<file path="config.mk">
export PLATFORM = sky130hd
export DESIGN_NAME = ind_dimming
export DESIGN_NICKNAME = d
export VERILOG_FILES = /design/src/ind_pkg.sv /design/src/ind_timing_if.sv /design/src/ind_sink_seq.sv /design/src/ind_dimming.sv
export SDC_FILE = /design/constraint.sdc
export NUM_CORES = 1
export LEC_CHECK = 0
export BUFFER_PORTS_ARGS = -buffer_cell sky130_fd_sc_hd__buf_2
export CAP_MARGIN = 20
export CORE_UTILIZATION = 34
export DETAILED_ROUTE_END_ITERATION = 6
export HOLD_SLACK_MARGIN = 0.05
export PLACE_DENSITY = 0.54
export REMOVE_ABC_BUFFERS = 1
export SYNTH_ARGS = -nofsm -noshare
export SYNTH_HDL_FRONTEND = slang
export SYNTH_HIERARCHICAL = 1
export SYNTH_SLANG_ARGS = --single-unit
</file>
<file path="constraint.sdc">
create_clock -name clk -period 13.78 [get_ports clk]
set_clock_uncertainty 0.2 [all_clocks]
set_input_delay 1.378 -clock clk [delete_from_list [all_inputs] [get_ports clk]]
set_output_delay 1.378 -clock clk [all_outputs]
set_load 0.1 [all_outputs]
</file>
<file path="src/ind_pkg.sv">
// Operation
// - the third sink dimming output is high for (duty code + 1) of 32 slots of an 8 ms period.
// - duty code 0 gives 250 us high and 7.75 ms low in every period.
// - the top duty code keeps the dimming output high with no low slot.
// - the third sink on-time is its 5-bit code times 64 ms.
// - one 5-bit rise code sets the ramp-up time of all three sinks as code times 8 ms.
// - one 5-bit fall code sets the ramp-down time of all three sinks as code times 8 ms.
// - bits 6, 5 and 4 enable the first, second and third sink.
// - bits 2, 1 and 0 run the sequencer of the first, second and third sink.
// - current code 0..9 gives 2 mA to 20 mA in 2 mA steps and codes 10..15 give 20 mA.
// - reserved bits read as zero and ignore writes.
// - reset clears all duty, timing, ramp and enable registers to zero.
// - the pause phase length is a 7-bit code times 64 ms.
package ind_pkg;
  localparam logic [7:0] ADDR_DUTY = 8'h5d;
  localparam logic [7:0] ADDR_ON_TIME = 8'h5e;
  localparam logic [7:0] ADDR_RISE = 8'h5f;
  localparam logic [7:0] ADDR_FALL = 8'h60;
  localparam logic [7:0] ADDR_ENABLES = 8'h61;
  localparam int CODE_W = 5;
  localparam int SINK_EN_LSB = 4;
  localparam int SEQ_EN_LSB = 0;
  localparam int NUM_SINKS = 3;
  localparam logic [4:0] RESET_CODE = 5'h00;
  localparam logic [2:0] RESET_EN = 3'h0;
  localparam int CLK_PERIOD_NS = 40;
  localparam int SLOT_TIME_NS = 250000;
  localparam int SLOT_CYCLES = (SLOT_TIME_NS + CLK_PERIOD_NS - 1) / CLK_PERIOD_NS;
  localparam int DIM_PERIOD_NS = 8000000;
  localparam int ON_UNIT_NS = 64000000;
  localparam int SLOTS_PER_PERIOD = DIM_PERIOD_NS / SLOT_TIME_NS;
  localparam int RAMP_SHIFT = $clog2(DIM_PERIOD_NS / SLOT_TIME_NS);
  localparam int ON_SHIFT = $clog2(ON_UNIT_NS / SLOT_TIME_NS);
  localparam int CNT_W = 16;
  localparam logic [3:0] MAX_CURRENT_CODE = 4'h9;
  localparam logic [4:0] CURRENT_STEP_MA = 5'h02;

  typedef enum logic [4:0] {
    ST_OFF = 5'b00001,
    ST_RISE = 5'b00010,
    ST_HOLD = 5'b00100,
    ST_FALL = 5'b01000,
    ST_PAUSE = 5'b10000
  } ind_state_e;

  // saturating table, codes above nine stay at the top current
  function automatic logic [4:0] ind_current_ma(input logic [3:0] code);
    logic [3:0] c;
    c = (code > MAX_CURRENT_CODE) ? MAX_CURRENT_CODE : code;
    return CURRENT_STEP_MA * ({1'b0, c} + 5'h01);
  endfunction : ind_current_ma
endpackage : ind_pkg

</file>
<file path="src/ind_timing_if.sv">
`timescale 1ns/1ps
interface ind_timing_if;
  import ind_pkg::*;
  logic slot_tick;
  logic [CNT_W-1:0] rise_slots;
  logic [CNT_W-1:0] fall_slots;
  logic [CNT_W-1:0] on_slots;
  logic [CNT_W-1:0] pause_slots;
  modport src (output slot_tick, rise_slots, fall_slots, on_slots, pause_slots);
  modport snk (input slot_tick, rise_slots, fall_slots, on_slots, pause_slots);
endinterface : ind_timing_if

</file>
<file path="src/ind_sink_seq.sv">
`timescale 1ns/1ps
module ind_sink_seq
  import ind_pkg::*;
(
  input wire logic clk,
  input wire logic rst_n,
  input wire logic ce,
  ind_timing_if.snk tim,
  input wire logic enable,
  input wire logic seq_enable,
  input wire logic [4:0] target_ma,
  output logic [4:0] level_q
);
  ind_state_e state_q, state_d;
  logic [4:0] level_d;
  logic [4:0] delta_q, delta_d;
  logic [CNT_W-1:0] cnt_q, cnt_d;
  logic [CNT_W-1:0] acc_q, acc_d;
  logic [CNT_W-1:0] acc_sum;

  ////////////////////////////////////////////////////////////////////////////
  always_comb begin
    state_d = state_q;
    level_d = level_q;
    delta_d = delta_q;
    cnt_d = cnt_q;
    acc_d = acc_q;
    acc_sum = acc_q + {{(CNT_W-5){1'b0}}, delta_q};
    case (state_q)
      ST_OFF: begin
        level_d = '0;
        if (enable) begin
          state_d = ST_RISE;
          delta_d = target_ma;
          cnt_d = '0;
          acc_d = '0;
        end
      end
      ST_RISE: begin
        if (!enable) begin
          state_d = ST_FALL;
          delta_d = level_q;
          cnt_d = '0;
          acc_d = '0;
        end else if (tim.rise_slots == '0 || cnt_q >= tim.rise_slots) begin
          level_d = target_ma;
          state_d = ST_HOLD;
          cnt_d = '0;
        end else if (tim.slot_tick) begin
          // error accumulator spreads delta steps evenly over the ramp
          cnt_d = cnt_q + 1'b1;
          acc_d = acc_sum;
          if (acc_sum >= tim.rise_slots) begin
            acc_d = acc_sum - tim.rise_slots;
            if (level_q < target_ma) level_d = level_q + 1'b1;
          end
        end
      end
      ST_HOLD: begin
        level_d = target_ma;
        if (!enable || (seq_enable && cnt_q >= tim.on_slots)) begin
          state_d = ST_FALL;
          delta_d = target_ma;
          cnt_d = '0;
          acc_d = '0;
        end else if (seq_enable && tim.slot_tick) begin
          cnt_d = cnt_q + 1'b1;
        end
      end
      ST_FALL: begin
        if (tim.fall_slots == '0 || cnt_q >= tim.fall_slots) begin
          level_d = '0;
          cnt_d = '0;
          acc_d = '0;
          delta_d = target_ma;
          if (enable && seq_enable) state_d = ST_PAUSE;
          else if (enable) state_d = ST_RISE;
          else state_d = ST_OFF;
        end else if (tim.slot_tick) begin
          cnt_d = cnt_q + 1'b1;
          acc_d = acc_sum;
          if (acc_sum >= tim.fall_slots) begin
            acc_d = acc_sum - tim.fall_slots;
            if (level_q != '0) level_d = level_q - 1'b1;
          end
        end
      end
      ST_PAUSE: begin
        level_d = '0;
        if (!enable) begin
          state_d = ST_OFF;
        end else if (cnt_q >= tim.pause_slots) begin
          state_d = ST_RISE;
          delta_d = target_ma;
          cnt_d = '0;
          acc_d = '0;
        end else if (tim.slot_tick) begin
          cnt_d = cnt_q + 1'b1;
        end
      end
      default: begin
        state_d = ST_OFF;
        level_d = '0;
      end
    endcase
  end

  always_ff @(posedge clk or negedge rst_n) begin
    if (!rst_n) begin
      state_q <= ST_OFF;
      level_q <= '0;
      delta_q <= '0;
      cnt_q <= '0;
      acc_q <= '0;
    end else if (ce) begin
      state_q <= state_d;
      level_q <= level_d;
      delta_q <= delta_d;
      cnt_q <= cnt_d;
      acc_q <= acc_d;
    end
  end
endmodule : ind_sink_seq

</file>
<file path="src/ind_dimming.sv">
`timescale 1ns/1ps
module ind_dimming
  import ind_pkg::*;
#(
  parameter int SLOT_CYCLES_P = SLOT_CYCLES
)(
  input wire logic clk,
  input wire logic rst_n,
  input wire logic ce,
  input wire logic reg_wr_en,
  input wire logic reg_rd_en,
  input wire logic [7:0] reg_addr,
  input wire logic [7:0] reg_wdata,
  output logic [7:0] reg_rdata_q,
  input wire logic [11:0] sink_current_code,
  input wire logic [6:0] third_sink_phase1_length,
  output logic third_sink_dim_output,
  output logic [14:0] sink_current_ma
);
  localparam int PRE_W = $clog2(SLOT_CYCLES_P + 1);

  logic [4:0] duty_q, duty_d;
  logic [4:0] on_time_q, on_time_d;
  logic [4:0] rise_q, rise_d;
  logic [4:0] fall_q, fall_d;
  logic [2:0] sink_en_q, sink_en_d;
  logic [2:0] seq_en_q, seq_en_d;
  logic [7:0] rdata_d;
  logic [PRE_W-1:0] pre_q, pre_d;
  logic [4:0] slot_q, slot_d;
  logic dim_q, dim_d;
  logic tick;

  ind_timing_if tim ();

  ////////////////////////////////////////////////////////////////////////////
  // register file: only the code bits are stored, so reserved bits cannot hold writes
  always_comb begin
    duty_d = duty_q;
    on_time_d = on_time_q;
    rise_d = rise_q;
    fall_d = fall_q;
    sink_en_d = sink_en_q;
    seq_en_d = seq_en_q;
    if (reg_wr_en) begin
      case (reg_addr)
        ADDR_DUTY: duty_d = reg_wdata[CODE_W-1:0];
        ADDR_ON_TIME: on_time_d = reg_wdata[CODE_W-1:0];
        ADDR_RISE: rise_d = reg_wdata[CODE_W-1:0];
        ADDR_FALL: fall_d = reg_wdata[CODE_W-1:0];
        ADDR_ENABLES: begin
          sink_en_d = reg_wdata[SINK_EN_LSB +: NUM_SINKS];
          seq_en_d = reg_wdata[SEQ_EN_LSB +: NUM_SINKS];
        end
        default: ;
      endcase
    end
    rdata_d = reg_rdata_q;
    if (reg_rd_en) begin
      case (reg_addr)
        ADDR_DUTY: rdata_d = {3'h0, duty_q};
        ADDR_ON_TIME: rdata_d = {3'h0, on_time_q};
        ADDR_RISE: rdata_d = {3'h0, rise_q};
        ADDR_FALL: rdata_d = {3'h0, fall_q};
        ADDR_ENABLES: rdata_d = {1'b0, sink_en_q, 1'b0, seq_en_q};
        default: rdata_d = 8'h00;
      endcase
    end
  end

  always_ff @(posedge clk or negedge rst_n) begin
    if (!rst_n) begin
      duty_q <= RESET_CODE;
      on_time_q <= RESET_CODE;
      rise_q <= RESET_CODE;
      fall_q <= RESET_CODE;
      sink_en_q <= RESET_EN;
      seq_en_q <= RESET_EN;
      reg_rdata_q <= 8'h00;
    end else if (ce) begin
      duty_q <= duty_d;
      on_time_q <= on_time_d;
      rise_q <= rise_d;
      fall_q <= fall_d;
      sink_en_q <= sink_en_d;
      seq_en_q <= seq_en_d;
      reg_rdata_q <= rdata_d;
    end
  end

  ////////////////////////////////////////////////////////////////////////////
  // 250 us slot timebase, 32 slots make one 8 ms dimming period
  assign tick = (pre_q == PRE_W'(SLOT_CYCLES_P - 1));

  always_comb begin
    pre_d = tick ? '0 : pre_q + 1'b1;
    slot_d = tick ? slot_q + 1'b1 : slot_q;
    // a slot index never exceeds 31, so the top code gives no low slot
    dim_d = (slot_d <= duty_q);
  end

  always_ff @(posedge clk or negedge rst_n) begin
    if (!rst_n) begin
      pre_q <= '0;
      slot_q <= '0;
      dim_q <= 1'b0;
    end else if (ce) begin
      pre_q <= pre_d;
      slot_q <= slot_d;
      dim_q <= dim_d;
    end
  end

  assign third_sink_dim_output = dim_q;

  ////////////////////////////////////////////////////////////////////////////
  assign tim.slot_tick = tick;
  assign tim.rise_slots = CNT_W'({rise_q, {RAMP_SHIFT{1'b0}}});
  assign tim.fall_slots = CNT_W'({fall_q, {RAMP_SHIFT{1'b0}}});
  assign tim.on_slots = CNT_W'({on_time_q, {ON_SHIFT{1'b0}}});
  assign tim.pause_slots = CNT_W'({third_sink_phase1_length, {ON_SHIFT{1'b0}}});

  // index 0 is the third sink, index 2 the first, matching the bit order of the enables
  for (genvar i = 0; i < NUM_SINKS; i++) begin : g_sink
    ind_sink_seq u_seq (
      .clk(clk),
      .rst_n(rst_n),
      .ce(ce),
      .tim(tim),
      .enable(sink_en_q[i]),
      .seq_enable(seq_en_q[i]),
      .target_ma(ind_current_ma(sink_current_code[4*i +: 4])),
      .level_q(sink_current_ma[5*i +: 5])
    );
  end
endmodule : ind_dimming

</file>
After elaboration in Yosys (flattened, before gate mapping)
Index checks and enable logic that the tools add are counted.
W data, S select, Z words.
{"block": "totals", "n_memories": 0, "latch_bits": 0, "reg_bits": 194, "romBits": 0, "inputBits": 40, "output_inout_bits": 24, "ram_bits": 0}
{"block": "classes", "mux": 150, "bitwise": 0, "shifts": 0, "order_cmp": 25, "add_sub_neg": 23, "n_reduce_logical": 50, "n_mul": 0, "n_eq_ne": 75, "div": 0}
{"op": "$mux W16", "n": 57}
{"op": "$pmux W16 S5", "n": 6}
{"op": "$mux W5", "n": 70}
{"op": "$ge A16 B10 Y1", "n": 12}
{"op": "$pmux W5 S5", "n": 6}
{"op": "$sub A16 B10 Y16", "n": 6}
{"op": "$ne A3 B1 Y1 const B", "n": 17}
{"op": "$add A16 B1 Y16 const B", "n": 3}
{"op": "$add A16 B5 Y16", "n": 3}
{"op": "$ge A16 B13 Y1", "n": 3}
{"op": "$ge A16 B15 Y1", "n": 3}
{"op": "$reduce_and A8 Y1", "n": 6}
{"op": "$pmux W5 S3", "n": 3}
{"op": "$eq A8 B7 Y1 const B", "n": 5}
{"op": "$pmux W7 S5", "n": 1}
{"op": "$ne A3 B2 Y1 const B", "n": 11}
{"op": "$logic_not A16 Y1", "n": 2}
{"op": "$reduce_bool A5 Y1", "n": 6}
{"op": "$reduce_and A9 Y1", "n": 3}
{"op": "$ne A2 B2 Y1 const B", "n": 12}
{"op": "$add A5 B1 Y5 const B", "n": 4}
{"op": "$ne A2 B1 Y1 const B", "n": 9}
{"op": "$reduce_and A6 Y1", "n": 3}
{"op": "$eq A5 B1 Y1 const B", "n": 3}
{"op": "21 further kinds", "n": 69}

Longest topological paths before layout
{"block": "depth", "ltp_word": 10, "mapped_depth": 20, "depth_no_buf": 19}

Cells and area by module
Netlist, hierarchy kept.
{"module": "ind_sink_seq at g_sink[2].u_seq", "area_each_um2": 7108.1, "seq_area_each_um2": 1177.4, "instances": 1, "cells_each": 898}
{"module": "ind_sink_seq at g_sink[1].u_seq", "area_each_um2": 6905.4, "seq_area_each_um2": 1177.4, "instances": 1, "cells_each": 878}
{"module": "ind_sink_seq at g_sink[0].u_seq", "area_each_um2": 6703.9, "seq_area_each_um2": 1177.4, "instances": 1, "cells_each": 851}
{"module": "ind_dimming", "area_each_um2": 2906.5, "seq_area_each_um2": 1301.2, "instances": 1, "cells_each": 254}

Worst setup path after synthesis
OpenSTA, ideal clock, no wires.
{"block": "synth_timing", "path_type": "reg2reg", "startpoint": "register g_sink[1].u_seq.delta_q[0]", "endpoint": "register g_sink[1].u_seq.level_q[3]", "path_buffers": 0, "setup_slack_ps": 9316, "path_stages_with_launch": 18, "t_arrival_ps": 4137, "t_required_ps": 13454, "cell_sequence": "dfrtp_1 > ha_1 > inv_1 > fa_1 > nor2b_1 > o21ai_0 > a21boi_0 > or2_2 > or3b_2 > xnor2_1 > ha_1 > a21oi_1 > nor2_1 > nor4b_1 > o211a_2 > nor3_1 > o211ai_2 > mux2_2"}
{"block": "synth_between", "elab_chain_cells": 4}
{"item": "start, declared", "line": "ind_sink_seq.sv:16", "rtl": "logic [4:0] delta_q, delta_d;"}
{"item": "start signal, assigned", "line": "ind_sink_seq.sv:118", "rtl": "delta_q <= delta_d;"}
{"item": "$add A16 B5 Y16 (*)", "line": "ind_sink_seq.sv:28", "rtl": "acc_sum = acc_q + {{(CNT_W-5){1'b0}}, delta_q};"}
{"item": "$ge A16 B10 Y1 (on tied branches)", "line": "ind_sink_seq.sv:82, ind_sink_seq.sv:53"}
{"item": "$ne A3 B1 Y1 (no source line)"}
{"item": "$reduce_and A8 Y1 (no source line) (*)"}
{"item": "end signal, assigned", "line": "ind_sink_seq.sv:117", "rtl": "level_q <= level_d;"}
{"item": "end, declared", "line": "ind_sink_seq.sv:12", "rtl": "output logic [4:0] level_q"}
Mark *: on every way between the ends. The rest lies on a longest branch, timed or not.
A chain may end at the register's enable or synchronous reset.

Worst setup path after layout
{"block": "layout_timing", "startpoint": "register g_sink[1].u_seq.delta_q[0]", "endpoint": "register g_sink[1].u_seq.acc_q[11]"}
{"block": "layout_between", "elab_chain_cells": 7}
{"item": "$add A16 B5 Y16 (*)", "line": "ind_sink_seq.sv:28"}
{"item": "$sub A16 B10 Y16 / $ge A16 B10 Y1 (equally long branches)", "line": "ind_sink_seq.sv:54, ind_sink_seq.sv:53"}
{"item": "$mux W16", "line": "ind_sink_seq.sv:53", "rtl": "if (acc_sum >= tim.rise_slots) begin"}
{"item": "$mux W16", "line": "ind_sink_seq.sv:49", "rtl": "end else if (tim.slot_tick) begin"}
{"item": "$mux W16", "line": "ind_sink_seq.sv:45", "rtl": "end else if (tim.rise_slots == '0 || cnt_q >= tim.rise_slots) begin"}
{"item": "$mux W16", "line": "ind_sink_seq.sv:40", "rtl": "if (!enable) begin"}
{"item": "$pmux W16 S5 (*)", "line": "ind_sink_seq.sv:29", "rtl": "case (state_q)"}
{"item": "end signal, assigned", "line": "ind_sink_seq.sv:114", "rtl": "acc_q <= '0;"}
{"item": "end signal, assigned", "line": "ind_sink_seq.sv:120", "rtl": "acc_q <= acc_d;"}
{"item": "end, declared", "line": "ind_sink_seq.sv:18", "rtl": "logic [CNT_W-1:0] acc_q, acc_d;"}
Mark *: on every way between the ends. The rest lies on a longest branch, timed or not. The select of a mux whose other input is x is not followed.

==> results.sh <==
export IMPL_netlist_instances=2881
export IMPL_critPathBufInv=1
export IMPL_cts_resized=0
export IMPL_wl_per_cell_um=16.8
export IMPL_fp_coreArea_mm2=0.0687
export IMPL_post_route_drc_count=0
export IMPL_die_w_um=266
export IMPL_postRouteAntennaNets=0
export IMPL_rsz0062_at_grt="no"
export IMPL_synthArstFlopShare=1.00
export IMPL_worstSetupPathType="flip-flop to flip-flop"
export IMPL_clk_latency_ns=0.50
export IMPL_hpwl_um=53000
export IMPL_htreeDepth=4
export IMPL_syn2layout_area_growth_pct=10.7
export IMPL_hp_class="flip-flop to flip-flop"
export IMPL_grtUsageTotal=0.196
export IMPL_synth_top_area_frac=0.201
export IMPL_p_leak_nw=12.0
export IMPL_initial_core_util=0.344
export IMPL_yosys_warnings=6
export IMPL_vias_per_cell=5.21
export IMPL_vdd_drop_max_mv=0.124
export IMPL_cts_buffers=17
export IMPL_root_buffer="clkbuf_16"
export IMPL_met1_usage=0.263
export IMPL_crit_arrival_ns=5.79
export IMPL_critPathCaptureType="flip-flop"
export IMPL_synth_top_cell_by_area="dfrtp_1"
export IMPL_tns_ns=0
export IMPL_postCtsHoldBufs=0
export IMPL_synthDistinctLibCells=122
export IMPL_cts_tree="yes"
export IMPL_drt_iter0_drc=1324
export IMPL_min_period_ns=5.62
export IMPL_worstSetupStartpointType="flip-flop"
export IMPL_fillers=7353
export IMPL_critical_path_max_stage_delay_ns=0.55
export IMPL_synth_ff_type="dfrtp_1"
export IMPL_use_met3=0.0250
export IMPL_firstDrtPassIters=7
export IMPL_synth_compound_area_frac=0.258
export IMPL_syn_area_mm2=0.0236
export IMPL_max_freq_mhz=178
export IMPL_grt_antenna_before_repair=0
export IMPL_postLayoutCellArea_mm2=0.0261
export IMPL_gr_usage_met2=0.323
export IMPL_gp_routability_congestion=0.850
export IMPL_multi_input_area_mm2=0.0181
export IMPL_portBuffers=61
export IMPL_clkTransAtPathRegs_ns=0.08
export IMPL_placed_area_mm2=0.0256
export IMPL_maxSlewHeadroom=0.296
export IMPL_synth_top_family_by_area="compound AO/OA/AOI/OAI gates"
export IMPL_synthTopCellsByArea="dfrtp_1 (20%), ha_1 (18%), a21oi_1 (4.6%)"
export IMPL_cp_top_family="simple AND/OR/NAND/NOR gates"
export IMPL_setup_viol=0
export IMPL_status="finished, final reports clean"
export IMPL_max_cap_violations=0
export IMPL_synth_edf_count=0
export IMPL_seqCellArea_mm2=0.00483
export IMPL_synth_adder_area_share=0.187
export IMPL_cp_required_ns=13.95
export IMPL_fin_nets=3495
export IMPL_final_layout_size_suffix_gt1_frac=0.0820
export IMPL_slowest_stage="a21boi_0"
export IMPL_yosys_mux_area_fraction=0.0476
export IMPL_synth_xor_area_frac=0.0526
export IMPL_ys_seq_elements=193
export IMPL_avgSynthCellArea_um2=8.20
export IMPL_cp_cell_sequence="ha_1 -> inv_1 -> fa_1 -> nor2b_1 -> o21ai_0 -> a21boi_0 -> or2_2 -> or3b_2 -> xnor2_1 -> ha_1 -> a21oi_1 -> nor2_1 -> nor4b_1 -> o211a_2 -> or2_1 -> nor2_1 -> a222oi_1 -> mux2i_1"
export IMPL_grt_max_degree=84
export IMPL_post_cts_buffers=0
export IMPL_grt_pass1_vias=20200
export IMPL_die_area_mm2=0.0705
export IMPL_slew_violations=0
export IMPL_final_cell_mix="ha_1 (338), inv_1 (279), a21oi_1 (217)"
export IMPL_gr_max_usage_layer="met2"
export IMPL_dr_total_vias=21100
export IMPL_gr_total_overflow=0
export IMPL_ys_seq_area_frac=0.205
export IMPL_fin_crit_sh=0.408
export IMPL_path_max_fanout=7
export IMPL_row_count=96
export IMPL_worstMarginPinSlew_ns=1.05
export IMPL_yosys_area_share_simple=0.187
export IMPL_totalWireLength_um=67900
export IMPL_finalHoldViolCount=0
export IMPL_grt_pass1_wl_um=110000
export IMPL_final_common_cell="ha_1"
export IMPL_fp_dieH_um=266
export IMPL_io_pins=64
export IMPL_p_per_area_mw_per_mm2=188
export IMPL_cts_num_sinks=193
export IMPL_cts_path_max_buffers=2
export IMPL_antenna_cells=0
cell usage after synthesis (all sizes together) (44+ instances only):
cell type and n:
o21ai 208, xnor2 100, nor3 44, inv 280
nand2 212, nor2 213, ha 338, dfrtp 190
a21o 52, mux2 49, nand4 49, a31oi 49
mux2i 55, nand3 66, buf 55, a21oi 223
power by group:
part / switching (mW) / internal, mW / total, mW
Sequential: 0.177 / 0.684 / 0.861
Clock: 0.279 / 0.245 / 0.524
Combinational: 2.13 / 1.41 / 3.54
final cells by class:
type | instances | area share
Clock buffer | 18 | 0.0164
Clock inverter | 14 | 0.00612
Inverter | 280 | 0.0402
Multi-Input combinational cell | 2540 | 0.692
Sequential cell | 193 | 0.185
Tap cell | 931 | 0.0445
Timing Repair Buffer | 76 | 0.0163
registers in the layout, indices dropped and copies added, names as in the netlist:
signal,flops
fall_q,5
g_sink.u_seq/level_q,15
on_time_q,5
duty_q,5
g_sink.u_seq/delta_q,15
slot_q,5
reg_rdata_q,7
pre_q,13
third_sink_dim_output,1
g_sink.u_seq/acc_q,48
sink_en_q,3
g_sink.u_seq/cnt_q,48
g_sink.u_seq/state_q,15
seq_en_q,3
rise_q,5
cell families (layout without fill, tap and decap cells):
kind of cell               count (synthesis)  count (layout)
muxes                                    104             104
adders and majority gates                347             347
buffers and inverters                    359             388
xor gates and xnor gates                 142             142
other                                      1             212
and+or+nand+nor                          844             844
DFF                                      193             193
AOI/OAI and AO/OA                        891             891
metrics by stage:
step / util / setup slack, ns / total power, mW / hold WS [ns] / std cells
after floorplan: - / 8.97 / 3.59 / 0.254 / 3013
after global placement: 0.372 / 8.30 / 4.37 / 0.272 / 4019
after detailed placement: 0.372 / 8.26 / 4.37 / 0.277 / 4019
after CTS: 0.380 / 8.22 / 4.92 / 0.301 / 4051
after global routing: 0.381 / 7.96 / 5.39 / 0.320 / 4052
final: 0.381 / 8.16 / 4.92 / 0.298 / 4052
path summary, 6_finish.rpt:
path                                             endpoint  slack (ns)                        from  depth (start not counted)
max in group asynchronous        g_sink[2].u_seq/cnt_q[0]       11.32                       rst_n                          2
worst max register to register  g_sink[1].u_seq/acc_q[11]        8.16  g_sink[1].u_seq/delta_q[0]                         18
min in group asynchronous        g_sink[0].u_seq/acc_q[0]        0.66                       rst_n                          1
worst max-delay path            g_sink[1].u_seq/acc_q[11]        8.16  g_sink[1].u_seq/delta_q[0]                         18
worst min register to register                   pre_q[9]        0.30                    pre_q[9]                          1
worst min-delay path                             pre_q[9]        0.30                    pre_q[9]                          1
worst reg2reg max path: stages, from the launching register on:
cell and delay (ns):
dfrtp_1 0.37, ha_1 0.22, inv_1 0.07, fa_1 0.41
nor2b_1 0.12, o21ai_0 0.11, a21boi_0 0.55, or2_2 0.24
or3b_2 0.45, xnor2_1 0.34, ha_1 0.36, a21oi_1 0.22
nor2_1 0.10, nor4b_1 0.40, o211a_2 0.39, or2_1 0.32
nor2_1 0.16, a222oi_1 0.34, mux2i_1 0.13
per-layer routing:
layer	up-vias	part of all wire
li1	10900	-
met1	9775	0.48
met2	380	0.46
met3	71	0.034
met4	0	0.026
met5	-	0
(Power assumes the default switching activity.)
